==> config.mk <==
export PLATFORM = sky130hd
export DESIGN_NAME = flash_cmd_host
export DESIGN_NICKNAME = d
export VERILOG_FILES = /design/src/hw/flash_cmd_host.v /design/src/hw/two_entry_buffer.v
export VERILOG_INCLUDE_DIRS = /design/src /design/src/shared
export SDC_FILE = /design/constraint.sdc
export NUM_CORES = 1
export LEC_CHECK = 0
export ABC_AREA = 1
export ABC_CLOCK_PERIOD_IN_PS = 4500
export BUFFER_PORTS_ARGS = -buffer_cell sky130_fd_sc_hd__buf_2
export CELL_PAD_IN_SITES_DETAIL_PLACEMENT = 1
export CELL_PAD_IN_SITES_GLOBAL_PLACEMENT = 1
export CORE_MARGIN = 10
export CORE_UTILIZATION = 40
export DETAILED_ROUTE_END_ITERATION = 8
export PLACE_DENSITY = 0.76
export SLEW_MARGIN = 0
export SYNTH_ARGS = -nofsm -noshare
export SYNTH_HDL_FRONTEND = slang
export SYNTH_SLANG_ARGS = --single-unit
==> constraint.sdc <==
create_clock -name core_clk -period 4.5 [get_ports core_clk]
set_clock_uncertainty 0.05 [all_clocks]
set_input_delay 0.675 -clock core_clk [delete_from_list [all_inputs] [get_ports core_clk]]
set_output_delay 0.675 -clock core_clk [all_outputs]
set_load 0.02 [all_outputs]
==> src/shared/flash_cmd_defines.vh <==
// Operation
// - 0Bh fast read, 03h plain read, stream
// - 3Bh read, data two bits per clock
// - BBh read, address and data on two lines
// - 6Bh read, data four bits per clock
// - EBh read, address and data on four lines
// - E7h word read on four lines
// - E3h octal word read on four lines
// - 81h, 20h, 52h erase with address
// - D8h block erase; 60h/C7h whole erase
// - 02h, A2h, 32h program, address plus data
// - 36h/39h lock/unlock, 3Ch/3Dh query block
// - 44h erase, 42h write, 48h read secure
// - 05h and 35h return one status byte
// - Config read 15h default, 45h alternate
// - 25h sends one dummy byte only
// - 01h one or two bytes; 31h default only
// - 9Fh returns one to three id bytes
// - 66h then 99h resets; 30 us wait
// - Chip select rises on byte boundary
`ifndef FLASH_CMD_DEFINES_VH
`define FLASH_CMD_DEFINES_VH
`define OP_FAST_ARRAY_FETCH 8'h0b
`define OP_LOW_POWER_FETCH 8'h03
`define OP_DUAL_OUTPUT_FETCH 8'h3b
`define OP_TWO_LINE_IO_FETCH 8'hbb
`define OP_QUAD_OUTPUT_FETCH 8'h6b
`define OP_FOUR_LINE_IO_FETCH 8'heb
`define OP_WORD_FOUR_LINE_FETCH 8'he7
`define OP_OCTAL_WORD_FETCH 8'he3
`define OP_PAGE_ERASE 8'h81
`define OP_FOUR_KIB_ERASE 8'h20
`define OP_HALF_BLOCK_ERASE 8'h52
`define OP_FULL_BLOCK_ERASE 8'hd8
`define OP_ARRAY_ERASE_A 8'h60
`define OP_ARRAY_ERASE_B 8'hc7
`define OP_PAGE_WRITE_SINGLE 8'h02
`define OP_PAGE_WRITE_DUAL 8'ha2
`define OP_PAGE_WRITE_QUAD 8'h32
`define OP_WRITE_LATCH_SET 8'h06
`define OP_WRITE_LATCH_CLEAR 8'h04
`define OP_VOLATILE_STATUS_PERMIT 8'h50
`define OP_SINGLE_BLOCK_LOCK 8'h36
`define OP_SINGLE_BLOCK_UNLOCK 8'h39
`define OP_BLOCK_LOCK_QUERY_A 8'h3c
`define OP_BLOCK_LOCK_QUERY_B 8'h3d
`define OP_ALL_BLOCKS_LOCK 8'h7e
`define OP_ALL_BLOCKS_UNLOCK 8'h98
`define OP_SECURE_AREA_ERASE 8'h44
`define OP_SECURE_AREA_WRITE 8'h42
`define OP_SECURE_AREA_FETCH 8'h48
`define OP_STATUS0_FETCH 8'h05
`define OP_STATUS1_FETCH 8'h35
`define OP_CONFIG_FETCH_DEF 8'h15
`define OP_CONFIG_FETCH_ALT 8'h45
`define OP_CONFIG_WRITE 8'h11
`define OP_BUSY_FLAG_NOTIFY 8'h25
`define OP_STATUS_WRITE 8'h01
`define OP_STATUS1_WRITE 8'h31
`define OP_IDENTITY_FETCH 8'h9f
`define OP_DEEP_SLEEP_ENTRY 8'hb9
`define OP_WAKE_AND_ID_FETCH 8'hab
`define OP_LEAVE_ENHANCED 8'hff
`define OP_RESET_ARM 8'h66
`define OP_RESET_FIRE 8'h99
`define OP_FOUR_LINE_COMMAND_ENTRY 8'h38
`define LANE_X1 3'h1
`define LANE_X2 3'h2
`define LANE_X4 3'h4
`define DIR_NONE 2'h0
`define DIR_RD 2'h1
`define DIR_WR 2'h2
`define ADDR_BYTES 2'h3
`define BYTE_BITS 4'h8
`define ONE_BYTE 16'h0001
`define TWO_BYTES 16'h0002
`define ID_MAX_BYTES 16'h0003
`define RESET_WAIT_NS 30000
`define CORE_PERIOD_NS 8
`define CS_GAP_CYCLES 8'h04
`endif

==> src/hw/flash_cmd_host.v <==
`timescale 1ns/10ps
`include "flash_cmd_defines.vh"
module flash_cmd_host #(
	parameter [7:0] CLK_DIV = 8'h0a,
	parameter ALT_OPTION = 0
) (
	input wire core_clk,
	input wire resetn,
	input wire cmd_valid,
	output reg cmd_ready,
	input wire [7:0] cmd_opcode,
	input wire [23:0] cmd_addr,
	input wire [15:0] cmd_len,
	output reg cmd_done,
	output reg cmd_err,
	output reg busy,
	input wire quad_io_permit,
	output reg four_line_command_entry,
	input wire [7:0] wr_data,
	input wire wr_valid,
	output reg wr_ready,
	output wire [7:0] rd_data,
	output wire rd_valid,
	input wire rd_ready,
	output reg sclk,
	output reg cs_n,
	input wire [3:0] io_in,
	output reg [3:0] io_out,
	output reg [3:0] io_oe_n
);
	localparam [6:0] ST_IDLE = 7'h01;
	localparam [6:0] ST_OPC = 7'h02;
	localparam [6:0] ST_ADDR = 7'h04;
	localparam [6:0] ST_DUMMY = 7'h08;
	localparam [6:0] ST_DATA = 7'h10;
	localparam [6:0] ST_GAP = 7'h20;
	localparam [6:0] ST_WAIT = 7'h40;
	localparam integer RESET_CYC_FULL = (`RESET_WAIT_NS +
		`CORE_PERIOD_NS - 1) / `CORE_PERIOD_NS;
	localparam [11:0] RESET_CYC = RESET_CYC_FULL[11:0];
	localparam [7:0] CFG_FETCH = ALT_OPTION ? `OP_CONFIG_FETCH_ALT :
		`OP_CONFIG_FETCH_DEF;

	reg [6:0] state;
	reg [7:0] op;
	reg [1:0] dir;
	reg [2:0] aw;
	reg [2:0] dw;
	reg has_dummy;
	reg [1:0] addr_left;
	reg [23:0] addr;
	reg [15:0] data_left;
	reg [15:0] wr_left;
	reg [7:0] wbyte;
	reg wbyte_v;
	reg [7:0] sh;
	reg [3:0] bit_cnt;
	reg [2:0] lane;
	reg need_load;
	reg [7:0] div_cnt;
	reg [7:0] gap_cnt;
	reg [11:0] wait_cnt;
	reg [7:0] last_opc;
	reg [3:0] io_meta;
	reg [3:0] io_sync;

	// Decoder outputs
	reg d_ok;
	reg [1:0] d_addr;
	reg d_dummy;
	reg [1:0] d_dir;
	reg [15:0] d_cnt;
	reg [2:0] d_aw;
	reg [2:0] d_dw;

	wire [15:0] stream_cnt = (cmd_len == 16'h0000) ? `ONE_BYTE : cmd_len;
	wire [15:0] id_cnt = (stream_cnt > `ID_MAX_BYTES) ? `ID_MAX_BYTES :
		stream_cnt;
	wire buf_in_ready;
	wire rd_phase = (state == ST_DATA) && (dir == `DIR_RD);
	wire wr_phase = (state == ST_DATA) && (dir == `DIR_WR);
	wire shifting = (state == ST_OPC) || (state == ST_ADDR) ||
		(state == ST_DUMMY) || (state == ST_DATA);
	wire tick = shifting && !need_load && (div_cnt == CLK_DIV - 8'h01);
	wire can_load = !(wr_phase && !wbyte_v) && !(rd_phase && !buf_in_ready);
	wire [7:0] sh_next = (lane == `LANE_X4) ? {sh[3:0], io_sync} :
		(lane == `LANE_X2) ? {sh[5:0], io_sync[1:0]} :
		{sh[6:0], io_sync[1]};
	wire byte_end = tick && sclk && (bit_cnt == {1'b0, lane});
	wire [2:0] op_w = four_line_command_entry ? `LANE_X4 : `LANE_X1;
	wire [6:0] after_dummy = (data_left != 16'h0000) ? ST_DATA : ST_GAP;
	wire [6:0] after_addr = has_dummy ? ST_DUMMY : after_dummy;
	wire [6:0] after_opc = (addr_left != 2'h0) ? ST_ADDR : after_addr;

	// Pins seen by the host's own lanes for one shift step
	function [3:0] drive;
		input [7:0] b;
		input [2:0] w;
		begin
			if (w == `LANE_X4)
				drive = b[7:4];
			else if (w == `LANE_X2)
				drive = {2'b11, b[7:6]};
			else
				drive = {3'b111, b[7]};
		end
	endfunction

	// Enables, low means driven; idle lanes keep write protect and hold high
	function [3:0] enables;
		input rd;
		input [2:0] w;
		begin
			if (rd)
				enables = (w == `LANE_X4) ? 4'hf :
					(w == `LANE_X2) ? 4'h3 : 4'h2;
			else
				enables = (w == `LANE_X1) ? 4'h2 : 4'h0;
		end
	endfunction

	////////////////////////////////////////////////////////////////////////
	// Opcode table: framing of each command
	always @* begin
		d_ok = 1'b1;
		d_addr = 2'h0;
		d_dummy = 1'b0;
		d_dir = `DIR_NONE;
		d_cnt = 16'h0000;
		d_aw = `LANE_X1;
		d_dw = `LANE_X1;
		case (cmd_opcode)
		`OP_FAST_ARRAY_FETCH, `OP_LOW_POWER_FETCH: begin
			d_addr = `ADDR_BYTES;
			d_dummy = (cmd_opcode == `OP_FAST_ARRAY_FETCH);
			d_dir = `DIR_RD;
			d_cnt = stream_cnt;
		end
		`OP_DUAL_OUTPUT_FETCH, `OP_TWO_LINE_IO_FETCH: begin
			d_addr = `ADDR_BYTES;
			d_dummy = 1'b1;
			d_dir = `DIR_RD;
			d_cnt = stream_cnt;
			d_dw = `LANE_X2;
			if (cmd_opcode == `OP_TWO_LINE_IO_FETCH)
				d_aw = `LANE_X2;
		end
		`OP_QUAD_OUTPUT_FETCH, `OP_FOUR_LINE_IO_FETCH,
		`OP_WORD_FOUR_LINE_FETCH, `OP_OCTAL_WORD_FETCH: begin
			d_addr = `ADDR_BYTES;
			d_dummy = 1'b1;
			d_dir = `DIR_RD;
			d_cnt = stream_cnt;
			d_dw = `LANE_X4;
			if (cmd_opcode != `OP_QUAD_OUTPUT_FETCH)
				d_aw = `LANE_X4;
		end
		`OP_PAGE_ERASE, `OP_FOUR_KIB_ERASE, `OP_HALF_BLOCK_ERASE,
		`OP_FULL_BLOCK_ERASE, `OP_SINGLE_BLOCK_LOCK,
		`OP_SINGLE_BLOCK_UNLOCK, `OP_SECURE_AREA_ERASE: begin
			d_addr = `ADDR_BYTES;
		end
		`OP_ARRAY_ERASE_A, `OP_ARRAY_ERASE_B, `OP_WRITE_LATCH_SET,
		`OP_WRITE_LATCH_CLEAR, `OP_VOLATILE_STATUS_PERMIT,
		`OP_ALL_BLOCKS_LOCK, `OP_ALL_BLOCKS_UNLOCK, `OP_DEEP_SLEEP_ENTRY,
		`OP_LEAVE_ENHANCED, `OP_RESET_ARM: begin
			d_ok = 1'b1;
		end
		`OP_PAGE_WRITE_SINGLE, `OP_PAGE_WRITE_DUAL, `OP_PAGE_WRITE_QUAD,
		`OP_SECURE_AREA_WRITE: begin
			d_addr = `ADDR_BYTES;
			d_dir = `DIR_WR;
			d_cnt = stream_cnt;
			if (cmd_opcode == `OP_PAGE_WRITE_DUAL)
				d_dw = `LANE_X2;
			if (cmd_opcode == `OP_PAGE_WRITE_QUAD)
				d_dw = `LANE_X4;
		end
		`OP_BLOCK_LOCK_QUERY_A, `OP_BLOCK_LOCK_QUERY_B,
		`OP_WAKE_AND_ID_FETCH: begin
			d_addr = `ADDR_BYTES;
			d_dir = `DIR_RD;
			d_cnt = `ONE_BYTE;
		end
		`OP_SECURE_AREA_FETCH: begin
			d_addr = `ADDR_BYTES;
			d_dummy = 1'b1;
			d_dir = `DIR_RD;
			d_cnt = stream_cnt;
		end
		`OP_STATUS0_FETCH, `OP_STATUS1_FETCH: begin
			d_dir = `DIR_RD;
			d_cnt = `ONE_BYTE;
		end
		`OP_BUSY_FLAG_NOTIFY: begin
			d_dummy = 1'b1;
		end
		`OP_STATUS_WRITE: begin
			d_dir = `DIR_WR;
			d_cnt = ALT_OPTION ? `TWO_BYTES : `ONE_BYTE;
		end
		`OP_STATUS1_WRITE, `OP_CONFIG_WRITE: begin
			d_ok = !(ALT_OPTION && cmd_opcode == `OP_STATUS1_WRITE);
			d_dir = `DIR_WR;
			d_cnt = `ONE_BYTE;
		end
		`OP_IDENTITY_FETCH: begin
			d_dir = `DIR_RD;
			d_cnt = id_cnt;
		end
		`OP_RESET_FIRE: begin
			d_ok = (last_opc == `OP_RESET_ARM);
		end
		`OP_FOUR_LINE_COMMAND_ENTRY: begin
			d_ok = quad_io_permit && !four_line_command_entry;
		end
		default: begin
			d_ok = (cmd_opcode == CFG_FETCH);
			d_dir = `DIR_RD;
			d_cnt = `ONE_BYTE;
		end
		endcase
		// Four-line entry carries every phase on four lanes
		if (four_line_command_entry) begin
			d_aw = `LANE_X4;
			d_dw = `LANE_X4;
		end
	end

	////////////////////////////////////////////////////////////////////////
	// Two-stage synchroniser on the data lanes
	always @(posedge core_clk) begin
		if (!resetn) begin
			io_meta <= 4'h0;
			io_sync <= 4'h0;
		end else begin
			io_meta <= io_in;
			io_sync <= io_meta;
		end
	end

	// Clock divider, halted while a byte waits to be loaded
	always @(posedge core_clk) begin
		if (!resetn || !shifting || need_load || tick)
			div_cnt <= 8'h00;
		else
			div_cnt <= div_cnt + 8'h01;
	end

	// Write byte prefetch; the write data phase stalls only while no write byte is held
	always @(posedge core_clk) begin
		if (!resetn) begin
			wr_ready <= 1'b0;
			wbyte <= 8'h00;
			wbyte_v <= 1'b0;
			wr_left <= 16'h0000;
		end else begin
			wr_ready <= !wbyte_v && (wr_left != 16'h0000) &&
				!(wr_valid && wr_ready);
			if (state == ST_IDLE && cmd_valid && cmd_ready && d_ok &&
					d_dir == `DIR_WR)
				wr_left <= d_cnt;
			if (wr_valid && wr_ready) begin
				wbyte <= wr_data;
				wbyte_v <= 1'b1;
				wr_left <= wr_left - 16'h0001;
			end else if (need_load && can_load && wr_phase) begin
				wbyte_v <= 1'b0;
			end
		end
	end

	////////////////////////////////////////////////////////////////////////
	// Command sequencer
	always @(posedge core_clk) begin
		if (!resetn) begin
			state <= ST_IDLE;
			cmd_ready <= 1'b0;
			cmd_done <= 1'b0;
			cmd_err <= 1'b0;
			busy <= 1'b0;
			four_line_command_entry <= 1'b0;
			op <= 8'h00;
			dir <= `DIR_NONE;
			aw <= `LANE_X1;
			dw <= `LANE_X1;
			has_dummy <= 1'b0;
			addr_left <= 2'h0;
			addr <= 24'h000000;
			data_left <= 16'h0000;
			sh <= 8'h00;
			bit_cnt <= 4'h0;
			lane <= `LANE_X1;
			need_load <= 1'b0;
			gap_cnt <= 8'h00;
			wait_cnt <= 12'h000;
			last_opc <= 8'h00;
			sclk <= 1'b0;
			cs_n <= 1'b1;
			io_out <= 4'hc;
			io_oe_n <= 4'h3;
		end else begin
			cmd_done <= 1'b0;
			cmd_err <= 1'b0;
			busy <= (state != ST_IDLE);
			case (state)
			ST_IDLE: begin
				cmd_ready <= !(cmd_valid && cmd_ready);
				if (cmd_valid && cmd_ready) begin
					if (!d_ok) begin
						cmd_err <= 1'b1;
					end else begin
						op <= cmd_opcode;
						dir <= d_dir;
						aw <= d_aw;
						dw <= d_dw;
						has_dummy <= d_dummy;
						addr_left <= d_addr;
						addr <= cmd_addr;
						data_left <= d_cnt;
						cs_n <= 1'b0;
						need_load <= 1'b1;
						busy <= 1'b1;
						state <= ST_OPC;
					end
				end
			end
			ST_OPC, ST_ADDR, ST_DUMMY, ST_DATA: begin
				if (need_load && can_load) begin
					need_load <= 1'b0;
					bit_cnt <= `BYTE_BITS;
					if (state == ST_OPC) begin
						sh <= op;
						lane <= op_w;
						io_out <= drive(op, op_w);
						io_oe_n <= enables(1'b0, op_w);
					end else if (state == ST_ADDR) begin
						sh <= addr[23:16];
						lane <= aw;
						addr <= {addr[15:0], 8'h00};
						io_out <= drive(addr[23:16], aw);
						io_oe_n <= enables(1'b0, aw);
					end else if (state == ST_DUMMY) begin
						// Zero mode bits keep continuous read off
						sh <= 8'h00;
						lane <= aw;
						io_out <= drive(8'h00, aw);
						io_oe_n <= enables(1'b0, aw);
					end else begin
						sh <= wr_phase ? wbyte : 8'h00;
						lane <= dw;
						io_out <= drive(wbyte, dw);
						io_oe_n <= enables(rd_phase, dw);
					end
				end else if (tick && !sclk) begin
					sclk <= 1'b1;
				end else if (tick) begin
					// Falling edge: sample, then present the next bits
					sclk <= 1'b0;
					sh <= sh_next;
					if (!byte_end) begin
						bit_cnt <= bit_cnt - {1'b0, lane};
						io_out <= drive(sh_next, lane);
					end else begin
						need_load <= 1'b1;
						if (state == ST_OPC) begin
							state <= after_opc;
						end else if (state == ST_ADDR) begin
							addr_left <= addr_left - 2'h1;
							if (addr_left == 2'h1)
								state <= after_addr;
						end else if (state == ST_DUMMY) begin
							state <= after_dummy;
						end else begin
							// Device steps its address; stream ends here
							data_left <= data_left - 16'h0001;
							if (data_left == 16'h0001)
								state <= ST_GAP;
						end
					end
				end
			end
			ST_GAP: begin
				// Select rises only after a whole byte
				cs_n <= 1'b1;
				need_load <= 1'b0;
				io_out <= 4'hc;
				io_oe_n <= 4'h3;
				gap_cnt <= gap_cnt + 8'h01;
				if (gap_cnt == `CS_GAP_CYCLES) begin
					gap_cnt <= 8'h00;
					last_opc <= op;
					if (op == `OP_FOUR_LINE_COMMAND_ENTRY)
						four_line_command_entry <= 1'b1;
					if (op == `OP_LEAVE_ENHANCED ||
							op == `OP_RESET_FIRE)
						four_line_command_entry <= 1'b0;
					if (op == `OP_RESET_FIRE) begin
						state <= ST_WAIT;
					end else begin
						cmd_done <= 1'b1;
						state <= ST_IDLE;
					end
				end
			end
			ST_WAIT: begin
				// No command goes out while the device resets
				wait_cnt <= wait_cnt + 12'h001;
				if (wait_cnt == RESET_CYC - 12'h001) begin
					wait_cnt <= 12'h000;
					cmd_done <= 1'b1;
					state <= ST_IDLE;
				end
			end
			default: begin
				state <= ST_IDLE;
			end
			endcase
		end
	end

	////////////////////////////////////////////////////////////////////////
	// Read bytes pass a two-entry buffer; SCLK stops while it is full
	two_entry_buffer #(
		.WIDTH(8)
	) u_rd_buffer (
		.core_clk(core_clk),
		.resetn(resetn),
		.in_data(sh_next),
		.in_valid(byte_end && rd_phase),
		.in_ready(buf_in_ready),
		.out_data(rd_data),
		.out_valid(rd_valid),
		.out_ready(rd_ready)
	);
endmodule

==> src/hw/two_entry_buffer.v <==
`timescale 1ns/10ps
module two_entry_buffer #(
	parameter WIDTH = 8
) (
	input wire core_clk,
	input wire resetn,
	input wire [WIDTH-1:0] in_data,
	input wire in_valid,
	output wire in_ready,
	output reg [WIDTH-1:0] out_data,
	output reg out_valid,
	input wire out_ready
);
	reg [WIDTH-1:0] tail_data;
	reg tail_valid;
	wire pop = out_valid & out_ready;
	wire push = in_valid & ~tail_valid;

	// Ready only depends on the tail slot, so no path from out_ready
	assign in_ready = ~tail_valid;

	// Head always holds the oldest word; tail moves up on a pop
	always @(posedge core_clk) begin
		if (!resetn) begin
			out_valid <= 1'b0;
			tail_valid <= 1'b0;
			out_data <= {WIDTH{1'b0}};
			tail_data <= {WIDTH{1'b0}};
		end else if (pop) begin
			if (tail_valid) begin
				out_data <= tail_data;
				tail_valid <= push;
				tail_data <= in_data;
			end else begin
				out_valid <= push;
				out_data <= in_data;
			end
		end else if (push) begin
			if (!out_valid) begin
				out_valid <= 1'b1;
				out_data <= in_data;
			end else begin
				tail_valid <= 1'b1;
				tail_data <= in_data;
			end
		end
	end
endmodule

Yosys cells after proc, flatten, opt, wreduce, memory -nomap -nowiden
Index checks and enable logic that the tools add are counted.

cells by class
  reduce and logical (&&, ||, !) cells = 85
  add/subtract/negate cells = 7
  equal/unequal tests = 100
  multiplexer cells = 147
  $lt $le $gt $ge = 1
  bitwise operators = 4

operators by type and width
  cell                     count
  $mux W16                 13
  $mux W7                  21
  $eq A8 B8 Y1 const B     16
  $mux W24                 5
  $eq A8 B6 Y1 const B     12
  $mux W4                  22
  $mux W8                  11
  $eq A8 B7 Y1 const B     10
  $pmux W16 S3             1
  $pmux W24 S2             1
  $reduce_or A40 Y1        1
  $mux W2                  19
  $eq A8 B3 Y1 const B     4
  $pmux W16 S2             1
  $reduce_bool A16 Y1      2
  $sub A16 B1 Y16 const B  2
  $ne A2 B2 Y1 const B     15
  $mux W1                  29
  $pmux W7 S4              1
  $mux W3                  8
  $reduce_or A23 Y1        1
  $logic_and A1 B1 Y1      22
  $reduce_bool A2 Y1       11
  $reduce_and A3 Y1        7
  other kinds (55)         109

storage, ports and cells
  register bits = 184
  logic and storage cells = 380
  output and inout port bits = 25

Logic depth before layout (Yosys ltp)
Gate-level depths: netlist of run 1.

  depth after elaboration = 13
  gate-level depth with buffers = 16
  depth with buffers taken out = 16

Hierarchy
A second synthesis of run 1 with hierarchy kept.

unflattened totals
  cells, all modules = 1660
  area total of the unflattened synthesis = 10413.7 µm²

modules (own cells, without submodules)
  module            cells each  times used  area each (µm²)
  flash_cmd_host    1517        1           9481.6
  two_entry_buffer  143         1           932.1

Least setup slack after synthesis of run 1
Ideal clock, no wire load.

  kind = input -> register
  start point = input cmd_opcode[4]
  end point = register data_left[10]
  arrival time = 2086 ps
  buffers on the path = 2
  slack = 2251 ps
  stages on the path = 16
  cells stage by stage = nor2_1 nand2_1 inv_2 nand2_1 nand2_1 inv_1 nand2_1 nor2_1 nand2_1 nor2_2 nand3_4 nand3_1 buf_4 buf_6 nor2_1 nor2_1

between the ends
  cells in the longest elaborated chain, start to end = 6

RTL lines
  what                                                                     line                  text
  start: declaration                                                       flash_cmd_host.v:11   input wire [7:0] cmd_opcode,
  $eq A8 B6 Y1, or another cell as far along                               flash_cmd_host.v:132  case (cmd_opcode)
  $reduce_or A20 Y1 (no source line) or $reduce_or A13 Y1 (tied branches)  -
  $pmux W16 S3                                                             flash_cmd_host.v:132
  $mux W16                                                                 flash_cmd_host.v:310  if (!d_ok) begin
  $mux W16                                                                 flash_cmd_host.v:309  if (cmd_valid && cmd_ready) begin
  $pmux W16 S2                                                             flash_cmd_host.v:306  case (state)
  end signal: assignment                                                   flash_cmd_host.v:320  data_left <= d_cnt;
  end signal: assignment                                                   flash_cmd_host.v:376  data_left <= data_left - 16'h0001;
  end: declaration                                                         flash_cmd_host.v:52   reg [15:0] data_left;

Several ways; a longest one is shown, not always the timed one. The select of a mux whose other input is x is not followed.
A chain may end at the register's enable or synchronous reset.

Final worst setup path of run 1
  start point = register state[5]
  end point = register addr[18]

between the ends
  cells in the longest elaborated chain, start to end = 8

RTL lines
  what                                           line                                                            text
  start: declaration                             flash_cmd_host.v:44                                             reg [6:0] state;
  start signal: assignment                       flash_cmd_host.v:367                                            state <= after_opc;
  start signal: assignment                       flash_cmd_host.v:371                                            state <= after_addr;
  start signal: assignment                       flash_cmd_host.v:373                                            state <= after_dummy;
  $eq A7 B5 Y1                                   flash_cmd_host.v:80, flash_cmd_host.v:81, flash_cmd_host.v:306
  $logic_and A1 B1 Y1, on equally long branches  flash_cmd_host.v:81, flash_cmd_host.v:80
  $logic_and A1 B1 Y1                            flash_cmd_host.v:85                                             wire can_load = !(wr_phase && !wbyte_v) && !(rd_phase && !buf_in_ready);
  $logic_not A1 Y1                               flash_cmd_host.v:85
  $logic_and A1 B1 Y1                            flash_cmd_host.v:85
  $logic_and A1 B1 Y1                            flash_cmd_host.v:329                                            if (need_load && can_load) begin
  $ne A2 B2 Y1 (no source line)                  -
  $reduce_and A6 Y1 (no source line)             -
  end signal: assignment                         flash_cmd_host.v:319                                            addr <= cmd_addr;
  end signal: assignment                         flash_cmd_host.v:340                                            addr <= {addr[15:0], 8'h00};
  end: declaration                               flash_cmd_host.v:51                                             reg [23:0] addr;

Several ways; a longest one is shown, not always the timed one.

==> results of run 1 <==
-- through the flow --
step,utilization [%],std cells,total power [mW],area (um^2),setup slack [ns]
finish,45.43,2090,5.961,11840,1.301
global route,45.43,2090,6.425,11840,0.9605
CTS,45.43,2090,5.998,11840,1.287
detailed placement,43.26,2059,4.474,11270,1.335
global placement,43.26,2059,4.403,11270,1.366
floorplan,-,1681,3.860,10590,2.251
-- area by class of cell --
| type | instances | area share [%] |
|---|---|---|
| multi-input combinational | 1251 | 50.23 |
| clock buffer | 18 | 3.625 |
| timing repair buffer | 100 | 4.460 |
| inverter | 190 | 6.045 |
| tap | 335 | 3.540 |
| clock inverter | 13 | 1.152 |
| sequential | 183 | 30.94 |
-- worst max-delay path by stage --
stage | to | cells after the start
6_report | addr[18] | 13
4_1_cts | addr[21] | 13
3_3_place_gp | addr[7] | 14
5_1_grt | addr[21] | 13
3_5_place_dp | addr[21] | 13
2_1_floorplan | data_left[10] | 16
-- flip-flops by register name, indices dropped and copies added (netlist names), 3 cells and up --
| signal | cells |
|---|---|
| addr | 24 |
| data_left | 16 |
| wr_left | 16 |
| wait_cnt | 12 |
| div_cnt | 8 |
| gap_cnt | 8 |
| last_opc | 8 |
| op | 8 |
| u_rd_buffer.out_data | 8 |
| u_rd_buffer.tail_data | 8 |
| wbyte | 8 |
| sh | 7 |
| state | 7 |
| bit_cnt | 4 |
| io_meta | 4 |
| io_out | 4 |
| io_sync | 4 |
| aw | 3 |
| dw | 3 |
| io_oe_n | 3 |
| lane | 3 |
-- kinds of logic (layout without fill, tap and decap cells) --
group,Yosys count,in the layout,share of synthesized area [%]
AOI/OAI and AO/OA,289,289,14.89
xor gates and xnor gates,20,20,1.653
adders and majority gates,16,16,1.961
buffers and inverters,247,321,9.283
DFF,183,183,34.58
muxes,1,1,0.09449
and+or+nand+nor,925,925,37.53
-- cell usage in the layout, fill, tap and decap left out, types with 15 or more instances in the layout --
cell and instances:
sky130_fd_sc_hd__a21oi_1 118, sky130_fd_sc_hd__buf_2 89, sky130_fd_sc_hd__clkbuf_16 17, sky130_fd_sc_hd__dfxtp_1 183, sky130_fd_sc_hd__ha_1 15, sky130_fd_sc_hd__inv_1 178, sky130_fd_sc_hd__nand2_1 435, sky130_fd_sc_hd__nand3_1 109
sky130_fd_sc_hd__nand3b_1 17, sky130_fd_sc_hd__nand4_1 30, sky130_fd_sc_hd__nor2_1 265, sky130_fd_sc_hd__nor3_1 24, sky130_fd_sc_hd__o21ai_0 122, sky130_fd_sc_hd__xor2_1 19
-- synthesized netlist by cell type, types with 2 or more instances --
cell / number / area [um^2]
sky130_fd_sc_hd__a211oi_1: 6 / 45.04
sky130_fd_sc_hd__a21oi_1: 118 / 590.6
sky130_fd_sc_hd__a221oi_1: 3 / 26.28
sky130_fd_sc_hd__a31oi_1: 7 / 43.79
sky130_fd_sc_hd__a32oi_1: 2 / 17.52
sky130_fd_sc_hd__and3_1: 2 / 12.51
sky130_fd_sc_hd__buf_1: 3 / 11.26
sky130_fd_sc_hd__buf_2: 13 / 65.06
sky130_fd_sc_hd__buf_4: 6 / 45.04
sky130_fd_sc_hd__buf_6: 2 / 22.52
sky130_fd_sc_hd__clkbuf_1: 33 / 123.9
sky130_fd_sc_hd__dfxtp_1: 183 / 3664
sky130_fd_sc_hd__ha_1: 15 / 187.7
sky130_fd_sc_hd__inv_1: 178 / 668.1
sky130_fd_sc_hd__inv_2: 10 / 37.54
sky130_fd_sc_hd__nand2_1: 435 / 1633
sky130_fd_sc_hd__nand2_2: 10 / 62.56
sky130_fd_sc_hd__nand3_1: 109 / 545.5
sky130_fd_sc_hd__nand3_2: 4 / 40.04
sky130_fd_sc_hd__nand3_4: 2 / 35.03
sky130_fd_sc_hd__nand3b_1: 17 / 127.6
sky130_fd_sc_hd__nand4_1: 30 / 187.7
sky130_fd_sc_hd__nor2_1: 265 / 994.7
sky130_fd_sc_hd__nor2_2: 8 / 50.05
sky130_fd_sc_hd__nor2_4: 5 / 56.30
sky130_fd_sc_hd__nor3_1: 24 / 120.1
sky130_fd_sc_hd__nor3b_1: 2 / 15.01
sky130_fd_sc_hd__nor4_1: 4 / 25.02
sky130_fd_sc_hd__o2111ai_1: 2 / 17.52
sky130_fd_sc_hd__o211ai_1: 5 / 37.54
sky130_fd_sc_hd__o21a_1: 3 / 22.52
sky130_fd_sc_hd__o21ai_0: 122 / 610.6
sky130_fd_sc_hd__o21ai_1: 2 / 10.01
sky130_fd_sc_hd__o21bai_1: 3 / 22.52
sky130_fd_sc_hd__o221ai_1: 2 / 17.52
sky130_fd_sc_hd__o22ai_1: 4 / 25.02
sky130_fd_sc_hd__o31ai_1: 3 / 22.52
sky130_fd_sc_hd__o41ai_1: 2 / 17.52
sky130_fd_sc_hd__or2_2: 5 / 31.28
sky130_fd_sc_hd__xor2_1: 19 / 166.4
-- power groups by stage --
stage | Clock (mW) | Sequential (mW) | Combinational, mW
after detailed placement | 0 | 2.09 | 2.39
after CTS | 1.53 | 2.05 | 2.42
after global placement | 0 | 2.08 | 2.32
after global routing | 1.59 | 2.08 | 2.75
after floorplan | 0 | 2.08 | 1.78
final | 1.49 | 2.06 | 2.41
-- layer usage --
| layer | track usage [%] | vias to the layer above |
|---|---|---|
| met4 | 5.857 | 0 |
| met2 | 34.77 | 185 |
| met3 | 3.425 | 37 |
| met5 | 0 | - |
| met1 | 26.73 | 5278 |
| li1 | - | 5557 |
-- worst max-delay path: stages, from the launching register on --
cell                      delay (ns)
sky130_fd_sc_hd__dfxtp_1        0.38
sky130_fd_sc_hd__inv_2          0.07
sky130_fd_sc_hd__nand2_2        0.11
sky130_fd_sc_hd__nor2_4         0.06
sky130_fd_sc_hd__nand2_2        0.25
sky130_fd_sc_hd__nand2_1        0.16
sky130_fd_sc_hd__nor2_4         0.14
sky130_fd_sc_hd__buf_4          0.46
sky130_fd_sc_hd__o21ai_1        0.21
sky130_fd_sc_hd__nor3_4         0.21
sky130_fd_sc_hd__buf_4          0.32
sky130_fd_sc_hd__nand2_2        0.36
sky130_fd_sc_hd__nand2_1        0.19
sky130_fd_sc_hd__a21oi_1        0.08
==> key figures, run 1 <==
Status
  – Status: completed

Routing
  – Number of violations reported at the end of detailed-routing iteration 0: about 680
  – First-pass iteration count of the detailed router: 5
  – ANT nets after route: 0
  – Top metal layer carrying routed signals: met4
  – Detail-routed via count per cell: about 5.3
  – WL met1: 16700 um
  – Final WL: 34940 um
  – Number of remaining DRC errors: 0
  – WL per Instance: 16.72 um
  – Vias post-DR: 11060
  – Total length of routed met3 wires: ~1300 um
  – Met2 wirelength from detailed routing: 16380 um

Worst setup path
  – Worst r2r dst: addr[18]
  – R2r worst-path depth: 13
  – Internal reg-to-reg setup slack: 1.30 ns
  – Endpoint arrival time on the critical path: 3.46 ns
  – Kind of end point of the critical path: register
  – Worst setup path class: reg -> reg
  – Data required, critical path: 4.76 ns
  – Setup crit start kind: register
  – Crit path max fanout: 48
  – Crit path from: state[5]
  – Launch instance of the worst register-to-register path: state[5]

Pwr
  – Comb pwr share: 40.5%
  – Cell area power density: 503.5 nW/um^2
  – Net switching component of the power: 2.558 mW
  – Static Leakage: 5.449 nW
  – Relative contribution of the clock network to total power: around a quarter
  – Highest ir drop seen on vdd: 0.2279 mV
  – Switching share of total power: between 40% and 50%
  – Internal power contribution: roughly 3.4 mW
  – Sequential cell fraction of total power: 34.5%

Place
  – GPL Wtd Cong: 0.8995
  – Count of port buffers added during placement: 90
  – Half-perimeter wire length after detailed placement: 25950 um

Clock tree
  – Post-CTS Repair Setup Buffers: 0
  – H-tree depth: 4
  – Quantity of gates resized following cts: 0
  – Clk Tree Root Cell: sky130_fd_sc_hd__clkbuf_16
  – Total clock buffers created by CTS: 17
  – Clock-pin slew of the registers on the worst-case setup and hold paths: around 0.08 ns
  – Worst-skew pair later-pin latency: approximately 0.45 ns
  – Longest Clk Path Bufs: 2
  – Clk sink count: 183
  – Clock tree from TritonCTS: built
  – Count of hold-fix buffers inserted at cts: 0

Finish
  – Area added between synthesis and finish: 11.75%
  – Area used by multi-input combinational logic: 5947 um^2
  – Proportion of layout cells with a drive suffix above 1: 10.31%
  – Net count, final: 1825
  – Fillcell total: 3579
  – Area taken by flip-flops and latches: 3664 um^2
  – Number of antenna cells inserted: 0

STA
  – Relative slew slack: roughly two fifths
  – Total count of max-transition violations in the final report: 0
  – Slew at the pin closest to its max-slew limit: approximately 0.87 ns
  – RSZ-0062 raised after global routing: false
  – Setup-violating endpoint count in the final report: 0
  – Final worst path period need: 3.199 ns
  – TNS Setup: 0 ns
  – Number of endpoints with negative hold slack in the final report: 0
  – Worst hold slack after final layout: ~0.37 ns
  – Peak Freq: 312.6 MHz
  – Share of the clock period used by the worst path after layout: 71.08%

GRT
  – Initial antenna violation count: 0
  – Overall fraction of global-route tracks in use: 20.68%
  – Number of global-route vias before repair: 11270
  – Congestion Overflow GR: 0
  – Pin count of the biggest net entering global routing: 61
  – Global-route wire length before repair: 57480 um

Floorplanning
  – Initial core utilization: 40.65%
  – Boundary pin count: 91
  – Std-Cell Core Area: between 20000 and 30000 um^2
  – Die height: about 180 um
  – Row count: 59
  – Horizontal die dimension: 182.7 um
  – Die Outline Area: 33390 um^2

Yosys
  – Summed instance area of the synthesized netlist: 10590 um^2
  – Number of different library cells in the post-synthesis netlist: 53
  – Synthesis-stage register bit count: 183
  – Synth async-reset ratio: 0%
  – Syn Nets: 1763
  – Number of enable flip-flop cells after synthesis: 0
  – Register area share after synthesis: about a third
  – Most instantiated flip-flop cell in the synthesis netlist: sky130_fd_sc_hd__dfxtp_1
  – Number of instances in the synthesized netlist: 1681
  – Syn Area/Cell: 6.302 um^2
  – Synthesis Warnings: 0

Flow run
  – Count of max-cap constraint violations: 0

Min path
  – Hold path endpoint: io_meta[1]
  – Worst hold path startpoint: io_in[1]
  – Class of the tightest hold or removal check: in -> reg
  – Number of instances on the worst hold path: 3
No activity file was read; power rests on OpenSTA's default activity.
==> run 2: changes to the inputs <==
--- a/config.mk
+++ b/config.mk
@@ -7,7 +7,7 @@
 export NUM_CORES = 1
 export LEC_CHECK = 0
 export ABC_AREA = 1
-export ABC_CLOCK_PERIOD_IN_PS = 4500
+export ABC_CLOCK_PERIOD_IN_PS = 3100
 export BUFFER_PORTS_ARGS = -buffer_cell sky130_fd_sc_hd__buf_2
 export CELL_PAD_IN_SITES_DETAIL_PLACEMENT = 1
 export CELL_PAD_IN_SITES_GLOBAL_PLACEMENT = 1
==> constraint.sdc (replaced) <==
create_clock -name core_clk -period 3.1 [get_ports core_clk]
set_clock_uncertainty 0.05 [all_clocks]
set_input_delay 0.465 -clock core_clk [delete_from_list [all_inputs] [get_ports core_clk]]
set_output_delay 0.465 -clock core_clk [all_outputs]
set_load 0.02 [all_outputs]
==> key figures, run 2 (synthesis gave the netlist of run 1 again) <==
Place
  – GPL Wtd Cong: 0.8974
  – Instance count after placement with tap cells included: 2073
  – Count of port buffers added during placement: 90
  – Half-perimeter wire length after detailed placement: around 27000 um

Floorplanning
  – Die Outline Area: 33390 um^2
  – Row count: 59
  – Boundary pin count: slightly above 90
  – Std-Cell Core Area: approximately 26000 um^2
  – Horizontal die dimension: about 180 um
  – Initial core utilization: a little over 40%
  – Die height: about 180 um

Worst setup path
  – Crit path max fanout: 15
  – Endpoint arrival time on the critical path: 3.04 ns
  – Launch instance of the worst register-to-register path: state[2]
  – Buffers plus inverters on the worst setup path: 2
  – Most common cell type on the critical path: sky130_fd_sc_hd__nand2_1
  – Crit-path max cell delay: about 0.57 ns
  – Kind of end point of the critical path: register
  – Worst setup path class: reg -> reg
  – Worst r2r dst: io_out[0]
  – Internal reg-to-reg setup slack: roughly 0.34 ns
  – R2r worst-path depth: 13
  – Data required, critical path: 3.39 ns
  – Gate family responsible for the most delay along the worst path: simple AND/OR/NAND/NOR gates
  – Cell type of the slowest stage on the worst timing path: sky130_fd_sc_hd__a21oi_1
  – Setup crit start kind: register
  – Series of cell instances along the critical path: inv_1 -> nand2_1 -> nor2_1 -> nand2_2 -> nand2_1 -> nor2_4 -> inv_2 -> nand2_2 -> nand2_1 -> a21oi_1 -> nand2_1 -> nand2_1 -> nor2_1

Routing
  – Final WL: 36020 um
  – WL per Instance: approximately 17 um
  – ANT nets after route: 0
  – Number of violations reported at the end of detailed-routing iteration 0: 665
  – Detail-routed via count per cell: 5.285
  – Number of remaining DRC errors: 0
  – First-pass iteration count of the detailed router: 5
  – Vias post-DR: 11120

Min path
  – Class of the tightest hold or removal check: in -> reg
  – Number of instances on the worst hold path: 3
  – Hold path endpoint: io_meta[0]
  – Worst hold path startpoint: io_in[0]

Pwr
  – Total power of the final layout: about 9.0 mW
  – Net switching component of the power: 3.718 mW
  – Comb pwr share: 39.4%
  – Sequential cell fraction of total power: around a third
  – Cell area power density: about 750 nW/um^2
  – Static Leakage: 5.572 nW
  – Highest ir drop seen on vdd: 0.3540 mV
  – Internal power contribution: 5.267 mW
  – Switching share of total power: 41.38%
  – Relative contribution of the clock network to total power: 27.3%

Finish
  – Regs by FF count: addr: 24 flops, data_left: 16 flops, wr_left: 16 flops
  – Post-layout util: 46.13%
  – Area used by multi-input combinational logic: between 5000 and 6000 um^2
  – Flip-flop count of the largest register, all copies and words added: 24
  – Reg with most FFs: addr
  – Net count, final: 1839
  – Area added between synthesis and finish: 13.48%
  – Most common library cell in the layout ignoring fill and taps: sky130_fd_sc_hd__nand2_1
  – Post-route non-filler standard cell count: ~2100
  – Fillcell total: around 3500
  – Number of antenna cells inserted: 0
  – Area taken by flip-flops and latches: 3664 um^2
  – Most used cells in the layout excluding fill and tap cells: 435 x sky130_fd_sc_hd__nand2_1, 265 x sky130_fd_sc_hd__nor2_1, 183 x sky130_fd_sc_hd__dfxtp_1
  – Proportion of layout cells with a drive suffix above 1: 11.03%

Clock tree
  – Clock tree from TritonCTS: built
  – Worst-skew pair later-pin latency: 0.45 ns
  – Post-CTS Repair Setup Buffers: 0
  – H-tree depth: 4
  – Quantity of gates resized following cts: 0
  – Clk Tree Root Cell: sky130_fd_sc_hd__clkbuf_16
  – Clk sink count: about 180
  – Count of hold-fix buffers inserted at cts: 0
  – Longest Clk Path Bufs: 2
  – Clock-pin slew of the registers on the worst-case setup and hold paths: 0.07 ns
  – Total clock buffers created by CTS: 17

STA
  – Number of endpoints with negative hold slack in the final report: 0
  – Peak Freq: between 300 and 400 MHz
  – Relative slew slack: around 45%
  – TNS Setup: 0 ns
  – Slew at the pin closest to its max-slew limit: slightly above 0.8 ns
  – Total count of max-transition violations in the final report: 0
  – Share of the clock period used by the worst path after layout: 88.99%
  – Worst hold slack after final layout: 0.1626 ns
  – Final worst path period need: 2.759 ns
  – RSZ-0062 raised after global routing: false
  – Setup-violating endpoint count in the final report: 0

Status
  – Status: completed

GRT
  – Congestion Overflow GR: 0
  – Initial antenna violation count: 1
  – Number of global-route vias before repair: 11510
  – Overall fraction of global-route tracks in use: 21.34%
  – Global-route wire length before repair: 58980 um
  – Pin count of the biggest net entering global routing: 46

Flow run
  – Count of max-cap constraint violations: 0
==> run 2: cell count changes in the layout (fill, tap and decap cells not counted), sizes merged <==
cell / before / now
buf: 100 / 114
bufinv: 1 / 5
clkinvlp: 5 / 1
clkbuf: 18 / 17
clkinv: 1 / 2
inv: 196 / 195
==> run 2: how the worst max path moves through the flow <==
stage	startpoint	endpoint	slack, ns	depth (start not counted)
final	state[2]	io_out[0]	0.34	13
after global routing	state[5]	io_out[1]	0.13	13
after CTS	state[5]	io_out[1]	0.38	13
after detailed placement	cmd_opcode[0]	addr[8]	0.34	14
after global placement	cmd_opcode[0]	op[0]	0.30	15
after floorplan	cmd_opcode[4]	data_left[10]	1.06	16
==> run 2: layout make-up <==
class / instances / share of cell area [%]
well taps: 335 / 3.487
clock buffers: 17 / 3.539
multi-input cells: 1251 / 49.47
flip-flops and latches: 183 / 30.47
inverters: 190 / 5.953
repair buffers: 114 / 5.266
clock inverters: 13 / 1.811
==> run 2: power by group through the flow <==
stage | sequential [mW] | clock [mW] | combinational, mW
after floorplan | 3.01 | 0 | 2.59
after global placement | 3.02 | 0 | 3.39
after detailed placement | 3.03 | 0 | 3.49
after CTS | 2.99 | 2.50 | 3.54
after global routing | 3.03 | 2.58 | 4.03
final | 2.99 | 2.46 | 3.54
==> run 2: stage by stage <==
step | worst slack [ns] | area, um^2
2_1_floorplan | 1.061 | 10590
3_3_place_gp | 0.2989 | 11380
3_5_place_dp | 0.3443 | 11380
4_1_cts | 0.3810 | 12020
5_1_grt | 0.1296 | 12020
6_report | 0.3412 | 12020
==> run 2: worst min-delay path, cell delays in order <==
cell and delay [ns]:
sky130_fd_sc_hd__buf_2 0.08, sky130_fd_sc_hd__nand2_1 0.04, sky130_fd_sc_hd__inv_1 0.04
==> run 2: routing by layer <==
layer	track usage (%)	up-vias	wire, um
met5	0	-	13
met3	4.252	40	1515
met1	27.46	5295	16940
met2	36.08	193	17010
met4	4.719	2	531
li1	-	5585	-
